[config.mk]
export PLATFORM = sky130hd
export DESIGN_NAME = rfm_ldo_regs
export DESIGN_NICKNAME = d
export VERILOG_FILES = /design/src/shared/rfm_pkg.sv /design/src/core/rfm_sync.sv /design/src/core/rfm_i2c.sv /design/src/core/rfm_ldo_regs.sv
export SDC_FILE = /design/constraint.sdc
export NUM_CORES = 1
export LEC_CHECK = 0
export BUFFER_PORTS_ARGS = -buffer_cell sky130_fd_sc_hd__buf_2
export CAP_MARGIN = 10
export CORE_MARGIN = 10
export CORE_UTILIZATION = 35
export CTS_CLUSTER_DIAMETER = 120
export DETAILED_ROUTE_END_ITERATION = 8
export SLEW_MARGIN = 15
export SYNTH_ARGS = -nofsm -noshare
export SYNTH_HDL_FRONTEND = slang
export SYNTH_SLANG_ARGS = --single-unit
[constraint.sdc]
create_clock -name clk -period 4.1 [get_ports clk]
set_clock_uncertainty 0.05 [all_clocks]
set_input_delay 0.615 -clock clk [delete_from_list [all_inputs] [get_ports clk]]
set_output_delay 0.615 -clock clk [all_outputs]
set_load 0.1 [all_outputs]
[src/shared/rfm_pkg.sv]
package rfm_pkg;

  // Register offsets on the serial control bus
  localparam logic [7:0] MASK_A_OFF = 8'hA2;
  localparam logic [7:0] MASK_B_OFF = 8'hA3;
  localparam logic [7:0] DISCH_OFF  = 8'hAD;
  localparam logic [7:0] AUX_OFF    = 8'hAE;
  localparam logic [7:0] STAT_A_OFF = 8'hB2;
  localparam logic [7:0] STAT_B_OFF = 8'hB3;

  // Values after reset
  localparam logic [7:0] MASK_A_RST = 8'hC0;
  localparam logic [7:0] MASK_B_RST = 8'h37;
  localparam logic [7:0] DISCH_RST  = 8'h61;
  localparam logic [7:0] AUX_RST    = 8'h7C;

  // Field positions
  localparam int MB_RO_BIT    = 7;
  localparam int DIS_TERM_BIT = 4;
  localparam int AUX_DIS_LO   = 6;
  localparam int AUX_KEEP_BIT = 5;
  localparam int AUX_VID_LO   = 1;
  localparam int AUX_EN_BIT   = 0;

  // Rail index in the fault vector; 0 to 5 are the step-down converters
  localparam int NRAIL  = 13;
  localparam int R_SWA  = 6;
  localparam int R_L2   = 7;
  localparam int R_L3   = 8;
  localparam int R_SWB  = 9;
  localparam int R_TERM = 10;
  localparam int R_L1   = 11;
  localparam int R_A5V  = 12;

  // Serial bus target address, arbitrary value
  localparam logic [6:0] DEV_ADDR_DEF = 7'h2A;
  localparam logic [2:0] BIT_LAST     = 3'h7;

  typedef enum logic [2:0] {
    I_IDLE = 3'b000,
    I_ADDR = 3'b001,
    I_PTR  = 3'b010,
    I_WDAT = 3'b011,
    I_RDAT = 3'b100,
    I_ACK  = 3'b101,
    I_RACK = 3'b110
  } rfm_i2c_state_e;

endpackage

[src/core/rfm_sync.sv]
`timescale 1ns/1ps
module rfm_sync #(
  parameter int W = 1
) (
  input  wire logic         clk,
  input  wire logic         rst,
  input  wire logic [W-1:0] d,
  output logic      [W-1:0] q
);
  logic [W-1:0] meta;

  always_ff @(posedge clk)
  begin
    if (rst)
    begin
      meta <= '0;
      q    <= '0;
    end
    else
    begin
      meta <= d;
      q    <= meta;
    end
  end
endmodule

[src/core/rfm_i2c.sv]
`timescale 1ns/1ps
module rfm_i2c #(
  parameter logic [6:0] DEV_ADDR = rfm_pkg::DEV_ADDR_DEF
) (
  input  wire logic       clk,
  input  wire logic       rst,
  input  wire logic       scl,
  input  wire logic       sda,
  input  wire logic [7:0] rdata,
  output logic            sda_oe,
  output logic            wr_en,
  output logic      [7:0] addr,
  output logic      [7:0] wdata
);
  rfm_pkg::rfm_i2c_state_e st;
  rfm_pkg::rfm_i2c_state_e after;
  logic [7:0] sh;
  logic [7:0] b;
  logic [2:0] cnt;
  logic       scl_q;
  logic       sda_q;
  logic       bump;
  logic       start;
  logic       stop;
  logic       rise;
  logic       fall;

  assign start = scl & scl_q & sda_q & ~sda;
  assign stop  = scl & scl_q & ~sda_q & sda;
  assign rise  = scl & ~scl_q;
  assign fall  = ~scl & scl_q;
  assign b     = {sh[6:0], sda};

  always_ff @(posedge clk)
  begin
    if (rst)
    begin
      scl_q <= 1'b1;
      sda_q <= 1'b1;
    end
    else
    begin
      scl_q <= scl;
      sda_q <= sda;
    end
  end

  always_ff @(posedge clk)
  begin
    if (rst)
    begin
      st     <= rfm_pkg::I_IDLE;
      after  <= rfm_pkg::I_IDLE;
      sh     <= 8'h00;
      cnt    <= 3'h0;
      bump   <= 1'b0;
      sda_oe <= 1'b0;
      wr_en  <= 1'b0;
      addr   <= 8'h00;
      wdata  <= 8'h00;
    end
    else
    begin
      wr_en <= 1'b0;
      if (start)
      begin
        st     <= rfm_pkg::I_ADDR;
        cnt    <= 3'h0;
        sda_oe <= 1'b0;
      end
      else if (stop)
      begin
        st     <= rfm_pkg::I_IDLE;
        sda_oe <= 1'b0;
      end
      else if (rise)
      begin
        case (st)
          rfm_pkg::I_ADDR, rfm_pkg::I_PTR, rfm_pkg::I_WDAT:
          begin
            sh  <= b;
            cnt <= cnt + 3'h1;
            if (cnt == rfm_pkg::BIT_LAST)
            begin
              st   <= rfm_pkg::I_ACK;
              bump <= (st == rfm_pkg::I_WDAT);
              if (st == rfm_pkg::I_ADDR)
              begin
                // Foreign address: stay silent until the next start
                if (b[7:1] != DEV_ADDR)
                  st <= rfm_pkg::I_IDLE;
                after <= b[0] ? rfm_pkg::I_RDAT : rfm_pkg::I_PTR;
              end
              else if (st == rfm_pkg::I_PTR)
              begin
                addr  <= b;
                after <= rfm_pkg::I_WDAT;
              end
              else
              begin
                wdata <= b;
                wr_en <= 1'b1;
              end
            end
          end
          rfm_pkg::I_ACK:
          begin
            st  <= after;
            cnt <= 3'h0;
            if (bump)
              addr <= addr + 8'h01;
          end
          rfm_pkg::I_RDAT:
          begin
            cnt <= cnt + 3'h1;
            if (cnt == rfm_pkg::BIT_LAST)
              st <= rfm_pkg::I_RACK;
          end
          rfm_pkg::I_RACK:
          begin
            cnt  <= 3'h0;
            addr <= addr + 8'h01;
            st   <= sda ? rfm_pkg::I_IDLE : rfm_pkg::I_RDAT;
          end
          default:
            st <= rfm_pkg::I_IDLE;
        endcase
      end
      else if (fall)
      begin
        case (st)
          rfm_pkg::I_ACK:  sda_oe <= 1'b1;
          rfm_pkg::I_RDAT: sda_oe <= ~rdata[rfm_pkg::BIT_LAST - cnt];
          default:         sda_oe <= 1'b0;
        endcase
      end
    end
  end
endmodule

[src/core/rfm_ldo_regs.sv]
`timescale 1ns/1ps
module rfm_ldo_regs #(
  parameter logic [6:0] DEV_ADDR = rfm_pkg::DEV_ADDR_DEF,
  parameter logic [7:0] AUX_RESET = rfm_pkg::AUX_RST
) (
  input  wire logic                     clk,
  input  wire logic                     rst,
  input  wire logic                     scl_in,
  input  wire logic                     sda_in,
  output logic                          sda_out,
  output logic                          sda_oe,
  input  wire logic [rfm_pkg::NRAIL-1:0] rail_fault_in,
  input  wire logic                     emerg_shutdown_active,
  output logic                          shutdown_start,
  output logic      [rfm_pkg::NRAIL-1:0] rail_fault_flag,
  output logic                          ldo_rail_one_on,
  output logic      [3:0]               ldo_rail_one_voltage_code,
  output logic      [1:0]               ldo_rail_one_discharge_sel,
  output logic                          term_ldo_discharge
);
  localparam int N = rfm_pkg::NRAIL;

  logic [7:0]   power_fault_mask_a;
  logic [7:0]   power_fault_mask_b;
  logic [7:0]   discharge_control_four;
  logic [7:0]   aux_ldo_control;
  logic [1:0]   bus_sync;
  logic [N-1:0] fault_sync;
  logic [N-1:0] mask_vec;
  logic [N-1:0] hot;
  logic [N-1:0] clr;
  logic [N-1:0] next_flag;
  logic         any_hot;
  logic         any_hot_q;
  logic         wr_en;
  logic [7:0]   addr;
  logic [7:0]   wdata;
  logic [7:0]   rdata;

  function automatic logic hit(input logic [7:0] a, input logic [7:0] off);
    hit = (a == off);
  endfunction

  // Pair flag shows on both code bits, like its two-bit mask
  function automatic logic [7:0] stat_b_view(input logic [rfm_pkg::NRAIL-1:0] f);
    stat_b_view = {2'b00, f[rfm_pkg::R_A5V], f[rfm_pkg::R_L1], f[rfm_pkg::R_TERM],
                   f[rfm_pkg::R_SWB], f[rfm_pkg::R_SWB], f[rfm_pkg::R_L3]};
  endfunction

  rfm_sync #(
    .W (2)
  ) u_bus_sync (
    .clk (clk),
    .rst (rst),
    .d   ({scl_in, sda_in}),
    .q   (bus_sync)
  );

  rfm_sync #(
    .W (N)
  ) u_fault_sync (
    .clk (clk),
    .rst (rst),
    .d   (rail_fault_in),
    .q   (fault_sync)
  );

  rfm_i2c #(
    .DEV_ADDR (DEV_ADDR)
  ) u_i2c (
    .clk    (clk),
    .rst    (rst),
    .scl    (bus_sync[1]),
    .sda    (bus_sync[0]),
    .rdata  (rdata),
    .sda_oe (sda_oe),
    .wr_en  (wr_en),
    .addr   (addr),
    .wdata  (wdata)
  );

  // Open drain: only the enable moves
  always_ff @(posedge clk)
  begin
    sda_out <= 1'b0;
  end

  always_ff @(posedge clk)
  begin
    if (rst)
      power_fault_mask_a <= rfm_pkg::MASK_A_RST;
    else if (wr_en && hit(addr, rfm_pkg::MASK_A_OFF))
      power_fault_mask_a <= wdata;
  end

  always_ff @(posedge clk)
  begin
    if (rst)
      power_fault_mask_b <= rfm_pkg::MASK_B_RST;
    else if (wr_en && hit(addr, rfm_pkg::MASK_B_OFF))
    begin
      // Bit 7 keeps its value, bit 6 just stores
      power_fault_mask_b[6:0] <= wdata[6:0];
      power_fault_mask_b[rfm_pkg::MB_RO_BIT] <= 1'b0;
    end
  end

  always_ff @(posedge clk)
  begin
    if (rst)
      discharge_control_four <= rfm_pkg::DISCH_RST;
    else if (wr_en && hit(addr, rfm_pkg::DISCH_OFF))
      discharge_control_four <= wdata;
  end

  always_ff @(posedge clk)
  begin
    if (rst)
      aux_ldo_control <= AUX_RESET;
    else if (wr_en && hit(addr, rfm_pkg::AUX_OFF))
      aux_ldo_control <= wdata;
  end

  // Field outputs; reserved bits go nowhere
  always_ff @(posedge clk)
  begin
    if (rst)
    begin
      term_ldo_discharge         <= rfm_pkg::DISCH_RST[rfm_pkg::DIS_TERM_BIT];
      ldo_rail_one_discharge_sel <= AUX_RESET[rfm_pkg::AUX_DIS_LO +: 2];
      ldo_rail_one_voltage_code  <= AUX_RESET[rfm_pkg::AUX_VID_LO +: 4];
      ldo_rail_one_on            <= 1'b0;
    end
    else
    begin
      term_ldo_discharge <= discharge_control_four[rfm_pkg::DIS_TERM_BIT];
      ldo_rail_one_discharge_sel <= aux_ldo_control[rfm_pkg::AUX_DIS_LO +: 2];
      ldo_rail_one_voltage_code <= aux_ldo_control[rfm_pkg::AUX_VID_LO +: 4];
      ldo_rail_one_on <= aux_ldo_control[rfm_pkg::AUX_EN_BIT]
        && (!emerg_shutdown_active || aux_ldo_control[rfm_pkg::AUX_KEEP_BIT]);
    end
  end

  // Mask per rail in fault-vector order
  always_comb
  begin
    mask_vec[5:0] = power_fault_mask_a[5:0];
    mask_vec[rfm_pkg::R_SWA] = power_fault_mask_a[6];
    mask_vec[rfm_pkg::R_L2] = power_fault_mask_a[7];
    mask_vec[rfm_pkg::R_L3] = power_fault_mask_b[0];
    // Reserved pair codes count as masked, erring toward staying up
    mask_vec[rfm_pkg::R_SWB] = |power_fault_mask_b[2:1];
    mask_vec[rfm_pkg::R_TERM] = power_fault_mask_b[3];
    mask_vec[rfm_pkg::R_L1] = power_fault_mask_b[4];
    mask_vec[rfm_pkg::R_A5V] = power_fault_mask_b[5];
  end

  assign hot     = fault_sync & ~mask_vec;
  assign any_hot = |hot;

  // One pulse per onset; later faults join the running sequence
  always_ff @(posedge clk)
  begin
    if (rst)
    begin
      any_hot_q      <= 1'b0;
      shutdown_start <= 1'b0;
    end
    else
    begin
      any_hot_q      <= any_hot;
      shutdown_start <= any_hot && !any_hot_q;
    end
  end

  // Write-one-to-clear strobes
  always_comb
  begin
    clr = '0;
    if (wr_en && hit(addr, rfm_pkg::STAT_A_OFF))
      clr[7:0] = wdata;
    if (wr_en && hit(addr, rfm_pkg::STAT_B_OFF))
    begin
      clr[rfm_pkg::R_L3]   = wdata[0];
      clr[rfm_pkg::R_SWB]  = wdata[1] | wdata[2];
      clr[rfm_pkg::R_TERM] = wdata[3];
      clr[rfm_pkg::R_L1]   = wdata[4];
      clr[rfm_pkg::R_A5V]  = wdata[5];
    end
  end

  // A fault still present beats the clear
  assign next_flag = fault_sync | (rail_fault_flag & ~clr);

  always_ff @(posedge clk)
  begin
    if (rst)
      rail_fault_flag <= '0;
    else
      rail_fault_flag <= next_flag;
  end

  always_comb
  begin
    case (addr)
      rfm_pkg::MASK_A_OFF: rdata = power_fault_mask_a;
      rfm_pkg::MASK_B_OFF: rdata = power_fault_mask_b;
      rfm_pkg::DISCH_OFF:  rdata = discharge_control_four;
      rfm_pkg::AUX_OFF:    rdata = aux_ldo_control;
      rfm_pkg::STAT_A_OFF: rdata = rail_fault_flag[7:0];
      rfm_pkg::STAT_B_OFF: rdata = stat_b_view(rail_fault_flag);
      default:             rdata = 8'h00;
    endcase
  end
endmodule

==> impl_metrics.csv, run 1 <==
group,metric,value,unit
finish,drive_above_1_share,0.149,
timing,period_share,0.578,
placed_design,portBuffers,40,
synth,synth_edf_count,0,
clock_tree,ctsHoldBuffers,0,
setup_path,critPathCaptureType,"flip-flop",
synth,synth.distinct_cells,63,
die,die_h,140,um
status,outcome,"finished, final reports clean",
routing,routed_via_density,5.21,
synth,synth_top_family_by_area,"simple AND/OR/NAND/NOR gates",
clock_tree,clk_latency,420,ps
finish,finalInstanceArea,5940,um^2
routing,route.vias.total,4118,
routing,firstDrtPassIters,6,
pwr,power.static_leakage,2.19,nW
clock_tree,post-cts-setup-buffers,0,
synth,synth_fp_nets,599,
clock_tree,clock_sinks,121,
setup_path,critPathLaunch,"u_i2c.addr[0]",
timing,hold_viol_final,0,
pwr,powerDensity,493,nW/um^2
global_routing,grt_usage,0.129,
die,die_area,19600,um^2
synth,synth_compound_area_frac,0.170,
timing,finalSetupTns,0,ps
clock_tree,clk_pin_slew,60,ps
timing,setup_violations,0,
die,dieWidth,140,um
global_routing,grtUsageMet1,0.154,
routing,drtIter0Drc,267,
placed_design,gp_congestion,0.907,
setup_path,r2r_start,"u_i2c.addr[0]",
clock_tree,h-tree-depth,4,
die,initial_core_util,0.361,
finish,mostFrequentLayoutCells,"121 x dfxtp_1, 87 x nor2_1, 42 x nand2_1",
die,io_pins,42,
finish,mostFrequentLayoutCell,"dfxtp_1",
synth,synth-seq-area-share,0.479,
synth,synth-async-reset-ratio,0,
global_routing,grt_pass1_wl,20.6,mm
clock_tree,cts_buffers,17,
flow_run,cap_violations,0,
synth,avgSynthCellArea,8.77,um^2
clock_tree,cts_root_buffer,"clkbuf_16",
routing,antenna_left,0,
timing,timing.fmax,0.422,GHz
finish,final_nets,621,
setup_path,reg2reg_to,"rail_fault_flag[7]",
synth,synth_fa_ha_area_frac,0.0124,
timing,worstMarginPinSlew,734,ps
setup_path,required,4320,ps
synth,muxShareOfSynthArea,0.0456,
die,core,14000,um^2
synth,syn_inst,576,
timing,slew_headroom,0.511,
timing,slew_violations,0,
setup_path,worstPathCellList,"inv_1 > ha_1 > and3_1 > and2_1 > nand2_1 > a21oi_1 > nor2_1",
finish,syn2layout_area_growth,17.6,%
timing,min_period,2370,ps
setup_path,endpoint,"rail_fault_flag[7]",
global_routing,grt_pass1_vias,3966,
routing,wire_per_inst,16.0,um
setup_path,r2r.worst_path.cells,7,
die,rows,43,
timing,setup_ws,1730,ps
global_routing,met3_usage,0.0443,
setup_path,reg2reg_slack,1730,ps
min_path,hold_class,"flip-flop to flip-flop",
placed_design,hpwl,8.96,mm
global_routing,grt_antenna_before_repair,0,
routing,wirelength,12.7,mm
setup_path,cp-start-kind,"flip-flop",
clock_tree,clk_path_buf_depth,2,
synth,netlist_area,5050,um^2
global_routing,grt_remaining_overflow,0,
setup_path,crit_type,"flip-flop to flip-flop",
routing,drc_errors,0,
global_routing,grt_max_degree,77,
synth,yosys.area_share.simple,0.236,
clock_tree,cts_resized,0,
global_routing,met2_usage,0.201,
synth,synthFlopType,"dfxtp_1",
clock_tree,tritoncts,"built",
pwr,peakVddDrop,0.266,mV
setup_path,cp_slowest_stage_delay,560,ps
placed_design,post-place-ws,1760,ps
finish,diodes,0,
setup_path,cp_slowest_cell,"ha_1",
setup_path,arrival,2590,ps
synth,synth_seq_cells,121,
placed_design,placed_area,5320,um^2
synth,synth_xor_area_frac,0.00347,
synth,yosysWarnings,0,
setup_path,crit_fanout,19,
timing,grt_setup_unrepaired,"false",
global_routing,grt-busiest-layer,"met2",
[synth_stat cells, drive strengths merged, types with 2 or more instances]
master	number	area (um^2)
a21oi	37	185
a211oi	9	67.6
a211o	15	131
and2	6	40.0
nand3	16	80.1
dfxtp	121	2420
o31ai	2	15.0
inv	25	93.8
and4	3	26.3
nand2	42	158
ha	5	62.6
a22o	6	53.8
a41o	2	20.0
nand4	4	25.0
nor3	8	51.3
nand2b	2	12.5
o21ai	21	105
nor2b	38	238
a32oi	3	26.3
clkbuf	28	105
o22ai	5	31.3
and3	9	63.8
or2	6	37.5
mux2i	23	230
a22oi	2	15.0
nor2	89	344
nor3b	3	22.5
a2bb2oi	2	17.5
a31oi	5	31.3
o21bai	2	15.0
buf	10	65.1
a221oi	5	43.8
[worst min-delay path by stage]
stage / start / endpoint / cells after the start
floorplan: any_hot_q / shutdown_start / 1
global placement: any_hot_q / shutdown_start / 1
detailed placement: any_hot_q / shutdown_start / 1
CTS: any_hot_q / shutdown_start / 1
global route: sda_in / u_bus_sync.meta[0] / 2
finish: any_hot_q / shutdown_start / 1
[critical path, delay by kind of cell, from the launching register on]
kind	cells	cell delay [ps]
simple gates	4	980
buf+inv	1	120
fa+ha+maj	1	560
flops	1	340
compound gates	1	180
[state kept, by name, indices dropped and copies added (netlist names), 8 cells and up]
name	count
rail_fault_flag	13
u_fault_sync.meta	13
u_fault_sync.q	13
aux_ldo_control	8
discharge_control_four	8
power_fault_mask_a	8
u_i2c.addr	8
u_i2c.wdata	8
[per-stage QoR]
| stage | power, W | cells | utilization | hold slack, ps |
|---|---|---|---|---|
| detailed placement | 0.00138 | 759 | 0.380 | 337 |
| global route | 0.00302 | 791 | 0.425 | 344 |
| finish | 0.00293 | 791 | 0.425 | 336 |
| CTS | 0.00295 | 791 | 0.425 | 344 |
| floorplan | 0.00135 | 576 | - | 317 |
| global placement | 0.00138 | 759 | 0.380 | 326 |
[area by class of cell]
cell class,count,area [um^2]
fill,1365,8050
multi-input combinational,392,2370
clock buffer,18,439
tap,180,225
sequential,121,2420
clock inverter,14,185
timing repair buffer,41,210
inverter,25,93.8
[logic make-up (layout without fill, tap and decap cells)]
kind of cell,after synthesis,after routing
xor+xnor,2,2
buf+inv,63,98
mux,23,23
fa+ha+maj,5,5
simple gates,234,234
compound gates,127,127
other cells,1,1
flops,121,121
[power breakdown]
group | internal [W] | switching, W | leakage (nW) | total (W)
Clock | 0.000989 | 0.000582 | 0.297 | 0.00157
Sequential | 0.00120 | 0.0000185 | 0.985 | 0.00122
Combinational | 0.0000322 | 0.000105 | 0.905 | 0.000137
Total | 0.00222 | 0.000706 | 2.19 | 0.00293
[metal layers]
metal / part of all wire / up-vias / wire, um
li1: - / 2033 / -
met1: 0.44 / 1933 / 5590
met2: 0.47 / 127 / 5950
met3: 0.062 / 25 / 790
met4: 0.028 / 0 / 354
met5: 0 / - / 0
No activity file was read; power rests on OpenSTA's default activity.
==> inputs of run 2 (changes only) <==
==> constraint.sdc (replaced) <==
create_clock -name clk -period 2.1 [get_ports clk]
set_clock_uncertainty 0.05 [all_clocks]
set_input_delay 0.315 -clock clk [delete_from_list [all_inputs] [get_ports clk]]
set_output_delay 0.315 -clock clk [all_outputs]
set_load 0.1 [all_outputs]
==> impl_metrics.csv, run 2 (synthesis gave the netlist of run 1 again) <==
group,metric,value,unit
timing,hold_viol_final,0,
die,core,14000,um^2
setup_path,cp_slowest_stage_delay,440,ps
die,io_pins,42,
routing,drc_errors,0,
min_path,hold_class,"primary input to flip-flop",
finish,drive_above_1_share,0.201,
routing,firstDrtPassIters,6,
die,initial_core_util,0.361,
pwr,powerDensity,893,nW/um^2
placed_design,gp_congestion,0.879,
clock_tree,tritoncts,"built",
global_routing,grt_remaining_overflow,0,
status,outcome,"finished, final reports clean",
clock_tree,cts_root_buffer,"clkbuf_16",
global_routing,grt_usage,0.136,
timing,slew_headroom,0.644,
die,dieWidth,140,um
routing,wirelength,13.2,mm
global_routing,grt_pass1_wl,21.9,mm
pwr,combPwrFrac,0.049,
setup_path,arrival,2250,ps
setup_path,cp_slowest_cell,"dfxtp_1",
finish,stdcell_count,817,
flow_run,cap_violations,0,
global_routing,grt_pass1_vias,4110,
placed_design,hpwl,9.48,mm
finish,top_regs,"rail_fault_flag (13), u_fault_sync.meta (13), u_fault_sync.q (13)",
timing,setup_ws,120,ps
finish,mostFrequentLayoutCell,"dfxtp_1",
timing,worstMarginPinSlew,533,ps
global_routing,grt_max_degree,53,
setup_path,required,2370,ps
pwr,internal_power,0.00419,W
placed_design,place_inst,785,
clock_tree,cts_resized,0,
setup_path,critPathCaptureType,"flip-flop",
routing,antenna_left,0,
routing,wire_per_inst,16.1,um
die,die_h,140,um
setup_path,crit_fanout,6,
pwr,p_sw_frac,0.240,
timing,finalSetupTns,0,ps
clock_tree,clk_pin_slew,60,ps
clock_tree,h-tree-depth,4,
timing,slew_violations,0,
clock_tree,clk_path_buf_depth,2,
finish,diodes,0,
placed_design,post-place-ws,26.1,ps
placed_design,portBuffers,40,
clock_tree,clock_sinks,121,
global_routing,grt_antenna_before_repair,0,
finish,final_nets,647,
setup_path,worstPathCellList,"and4bb_2 > and3_1 > o21ai_0 > a211oi_1 > a311o_1 > a311oi_1",
pwr,p_seq_frac,0.432,
timing,period_share,0.943,
clock_tree,clk_latency,410,ps
routing,route.vias.total,4202,
setup_path,cp-start-kind,"flip-flop",
timing,setup_violations,0,
timing,grt_setup_unrepaired,"true",
timing,timing.hold.ws,55.2,ps
pwr,peakVddDrop,0.558,mV
timing,min_period,1980,ps
finish,syn2layout_area_growth,22.2,%
timing,timing.fmax,0.505,GHz
pwr,power.static_leakage,2.32,nW
clock_tree,cts_buffers,17,
clock_tree,post-cts-setup-buffers,0,
routing,routed_via_density,5.14,
die,die_area,19600,um^2
routing,drtIter0Drc,268,
pwr,clkPwrFrac,0.519,
pwr,p_switching,0.00132,W
setup_path,crit_type,"flip-flop to flip-flop",
die,rows,43,
clock_tree,ctsHoldBuffers,0,
finish,mostFrequentLayoutCells,"117 x dfxtp_1, 87 x nor2_1, 42 x nand2_1",
[run 2: changes by cell type in the layout (fill, tap and decap cells not counted), sizes merged]
| cell | delta |
|---|---|
| buf | +26 |
| bufinv | -1 |
| clkinvlp | -1 |
| clkinv | +7 |
| inv | -5 |
[run 2: area by class of cell]
cell class | instances | area, um^2
fill | 1395 | 7820
sequential | 121 | 2430
multi-input combinational | 392 | 2410
clock buffer | 18 | 439
timing repair buffer | 67 | 430
tap | 180 | 225
clock inverter | 14 | 148
inverter | 25 | 93.8
[run 2: metal layers]
layer  track usage  share of wire  up-vias
li1              -              -     2098
met1         0.176           0.47     1941
met2         0.211           0.46      144
met3        0.0352          0.058       19
met4        0.0533          0.017        0
met5             0              0        -
[run 2: critical path: cells and delay by family (launching register included)]
kind             cells  cell delay (ps)
AO/OA/AOI/OAI        4              920
AND/OR/NAND/NOR      2              470
flip-flops           1              440
[run 2: path summary, 6_finish.rpt]
path                                  startpoint              endpoint  slack, ps  cells after the start
worst max-delay path               u_i2c.addr[4]          u_i2c.sda_oe        120                      6
worst min-delay path            rail_fault_in[5]  u_fault_sync.meta[5]         60                      2
worst max register to register     u_i2c.addr[4]          u_i2c.sda_oe        120                      6
worst min register to register         any_hot_q        shutdown_start        340                      1
[run 2: power groups by stage]
| stage | sequential (W) | clock (W) | combinational (W) |
|---|---|---|---|
| 2_1_floorplan | 0.00253 | 0 | 0.000103 |
| 3_3_place_gp | 0.00243 | 0 | 0.000273 |
| 3_5_place_dp | 0.00243 | 0 | 0.000275 |
| 4_1_cts | 0.00238 | 0.00290 | 0.000276 |
| 5_1_grt | 0.00239 | 0.00301 | 0.000295 |
| 6_report | 0.00238 | 0.00286 | 0.000272 |
[run 2: metrics by stage]
step                      utilization  cell area, um^2  power [W]
after floorplan                     -             5050    0.00264
after global placement          0.396             5540    0.00270
after detailed placement        0.396             5540    0.00271
after CTS                       0.438             6130    0.00556
after global routing            0.441             6170    0.00569
final                           0.441             6170    0.00551
==> inputs of run 3 (changes only) <==
--- a/config.mk
+++ b/config.mk
@@ -7,10 +7,13 @@
 export LEC_CHECK = 0
 export BUFFER_PORTS_ARGS = -buffer_cell sky130_fd_sc_hd__buf_2
 export CAP_MARGIN = 10
+export CELL_PAD_IN_SITES_DETAIL_PLACEMENT = 0
+export CELL_PAD_IN_SITES_GLOBAL_PLACEMENT = 1
 export CORE_MARGIN = 10
 export CORE_UTILIZATION = 35
 export CTS_CLUSTER_DIAMETER = 120
 export DETAILED_ROUTE_END_ITERATION = 8
+export PLACE_DENSITY_LB_ADDON = 0.1
 export SLEW_MARGIN = 15
 export SYNTH_ARGS = -nofsm -noshare
 export SYNTH_HDL_FRONTEND = slang
==> impl_metrics.csv, run 3 (synthesis gave the netlist of run 1 again) <==
group,metric,value,unit
finish,fillers,1414,
clock_tree,tritoncts,"built",
timing,slew_violations,0,
finish,diodes,0,
routing,wl_met2,6.65,mm
placed_design,post-place-ws,-12.4,ps
status,outcome,"finished, final reports clean",
timing,min_period,1990,ps
die,rows,43,
clock_tree,cts_buffers,17,
die,die_h,140,um
setup_path,reg2reg_slack,110,ps
clock_tree,h-tree-depth,4,
timing,grt_setup_unrepaired,"false",
clock_tree,clk_pin_slew,60,ps
placed_design,gp_congestion,0.918,
timing,worstMarginPinSlew,514,ps
routing,wire_per_inst,17.5,um
routing,drtIter0Drc,412,
routing,antenna_left,0,
routing,highest-signal-layer,"met4",
routing,drc_errors,0,
clock_tree,clk_path_buf_depth,2,
placed_design,hpwl,10.5,mm
clock_tree,ctsHoldBuffers,0,
global_routing,grt_pass1_wl,23.2,mm
routing,wirelength,14.4,mm
die,die_area,19600,um^2
timing,timing.hold.ws,54.1,ps
finish,mostFrequentLayoutCells,"118 x dfxtp_1, 87 x nor2_1, 42 x nand2_1",
clock_tree,post-cts-setup-buffers,0,
timing,timing.fmax,0.504,GHz
die,core,14000,um^2
timing,setup_ws,115,ps
finish,syn2layout_area_growth,23.8,%
timing,setup_violations,0,
global_routing,grt_remaining_overflow,0,
min_path,hp-start,"rail_fault_in[7]",
setup_path,crit_fanout,5,
setup_path,r2r_start,"u_i2c.addr[1]",
min_path,hold_class,"primary input to flip-flop",
timing,slew_headroom,0.657,
timing,hold_viol_final,0,
placed_design,portBuffers,40,
clock_tree,clk_latency,410,ps
clock_tree,cts_root_buffer,"clkbuf_16",
global_routing,grt_usage,0.149,
pwr,powerDensity,874,nW/um^2
pwr,power.static_leakage,2.36,nW
global_routing,grt_pass1_vias,4111,
routing,route.vias.total,4164,
setup_path,required,2370,ps
finish,mostFrequentLayoutCell,"dfxtp_1",
routing,firstDrtPassIters,6,
clock_tree,clock_sinks,121,
die,initial_core_util,0.361,
finish,final_nets,655,
flow_run,cap_violations,0,
setup_path,critPathLaunch,"u_i2c.addr[1]",
finish,drive_above_1_share,0.210,
routing,routed_via_density,5.05,
timing,period_share,0.945,
finish,top_regs,"rail_fault_flag (13), u_fault_sync.meta (13), u_fault_sync.q (13)",
global_routing,grt_max_degree,55,
pwr,peakVddDrop,0.501,mV
routing,wl_met3,606,um
setup_path,critPathCaptureType,"flip-flop",
global_routing,grt_antenna_before_repair,0,
die,dieWidth,140,um
routing,wl_met1,6.95,mm
setup_path,crit_type,"flip-flop to flip-flop",
die,io_pins,42,
setup_path,arrival,2250,ps
setup_path,cp-start-kind,"flip-flop",
[run 3: stage by stage]
| stage | cell area [um^2] | utilization | instances | setup TNS, ps | power, W |
|---|---|---|---|---|---|
| floorplan | 5050 | - | 576 | 0 | 0.00264 |
| global placement | 5610 | 0.401 | 793 | 0 | 0.00271 |
| detailed placement | 5610 | 0.401 | 793 | -12.4 | 0.00271 |
| CTS | 6180 | 0.442 | 824 | 0 | 0.00554 |
| global route | 6260 | 0.447 | 824 | 0 | 0.00566 |
| finish | 6260 | 0.447 | 824 | 0 | 0.00547 |
[run 3: worst paths after layout]
path                               end  cells after the start
hold reg to reg         shutdown_start                      1
setup reg to reg          u_i2c.sda_oe                      8
hold / removal    u_fault_sync.meta[7]                      2
setup / recovery          u_i2c.sda_oe                      8
[run 3: routing by layer]
metal	vias to the layer above	GRT usage
met5	-	0
met4	0	0.0489
met3	13	0.0338
met2	95	0.228
met1	1953	0.201
li1	2103	-
[run 3: report_power, final]
part,internal (W),total (W),switching (W)
logic,0.0000674,0.000275,0.000208
registers,0.00234,0.00238,0.0000369
clock network,0.00177,0.00281,0.00104
total,0.00418,0.00547,0.00129
[run 3: layout make-up]
| class | count | area (um^2) | area share |
|---|---|---|---|
| clock inverters | 11 | 125 | 0.0200 |
| inverters | 25 | 93.8 | 0.0150 |
| multi-input cells | 392 | 2430 | 0.389 |
| well taps | 180 | 225 | 0.0360 |
| clock buffers | 20 | 447 | 0.0714 |
| flip-flops and latches | 121 | 2430 | 0.389 |
| repair buffers | 75 | 503 | 0.0804 |
[run 3: critical path, stage by stage, from the launching register on]
cell	delay (ps)
dfxtp_4	380
inv_2	60
ha_4	170
nand3_2	90
nor2_4	40
a222oi_1	350
nand4_1	130
a311o_1	360
a311oi_1	250
[run 3: timing repair]
action | CTS | global route
cloned | 0 | 0
resized for setup | 1 | 18
pin swaps | 0 | 7
setup endpoints to repair | 1 | 1
hold endpoints to repair | 0 | 0
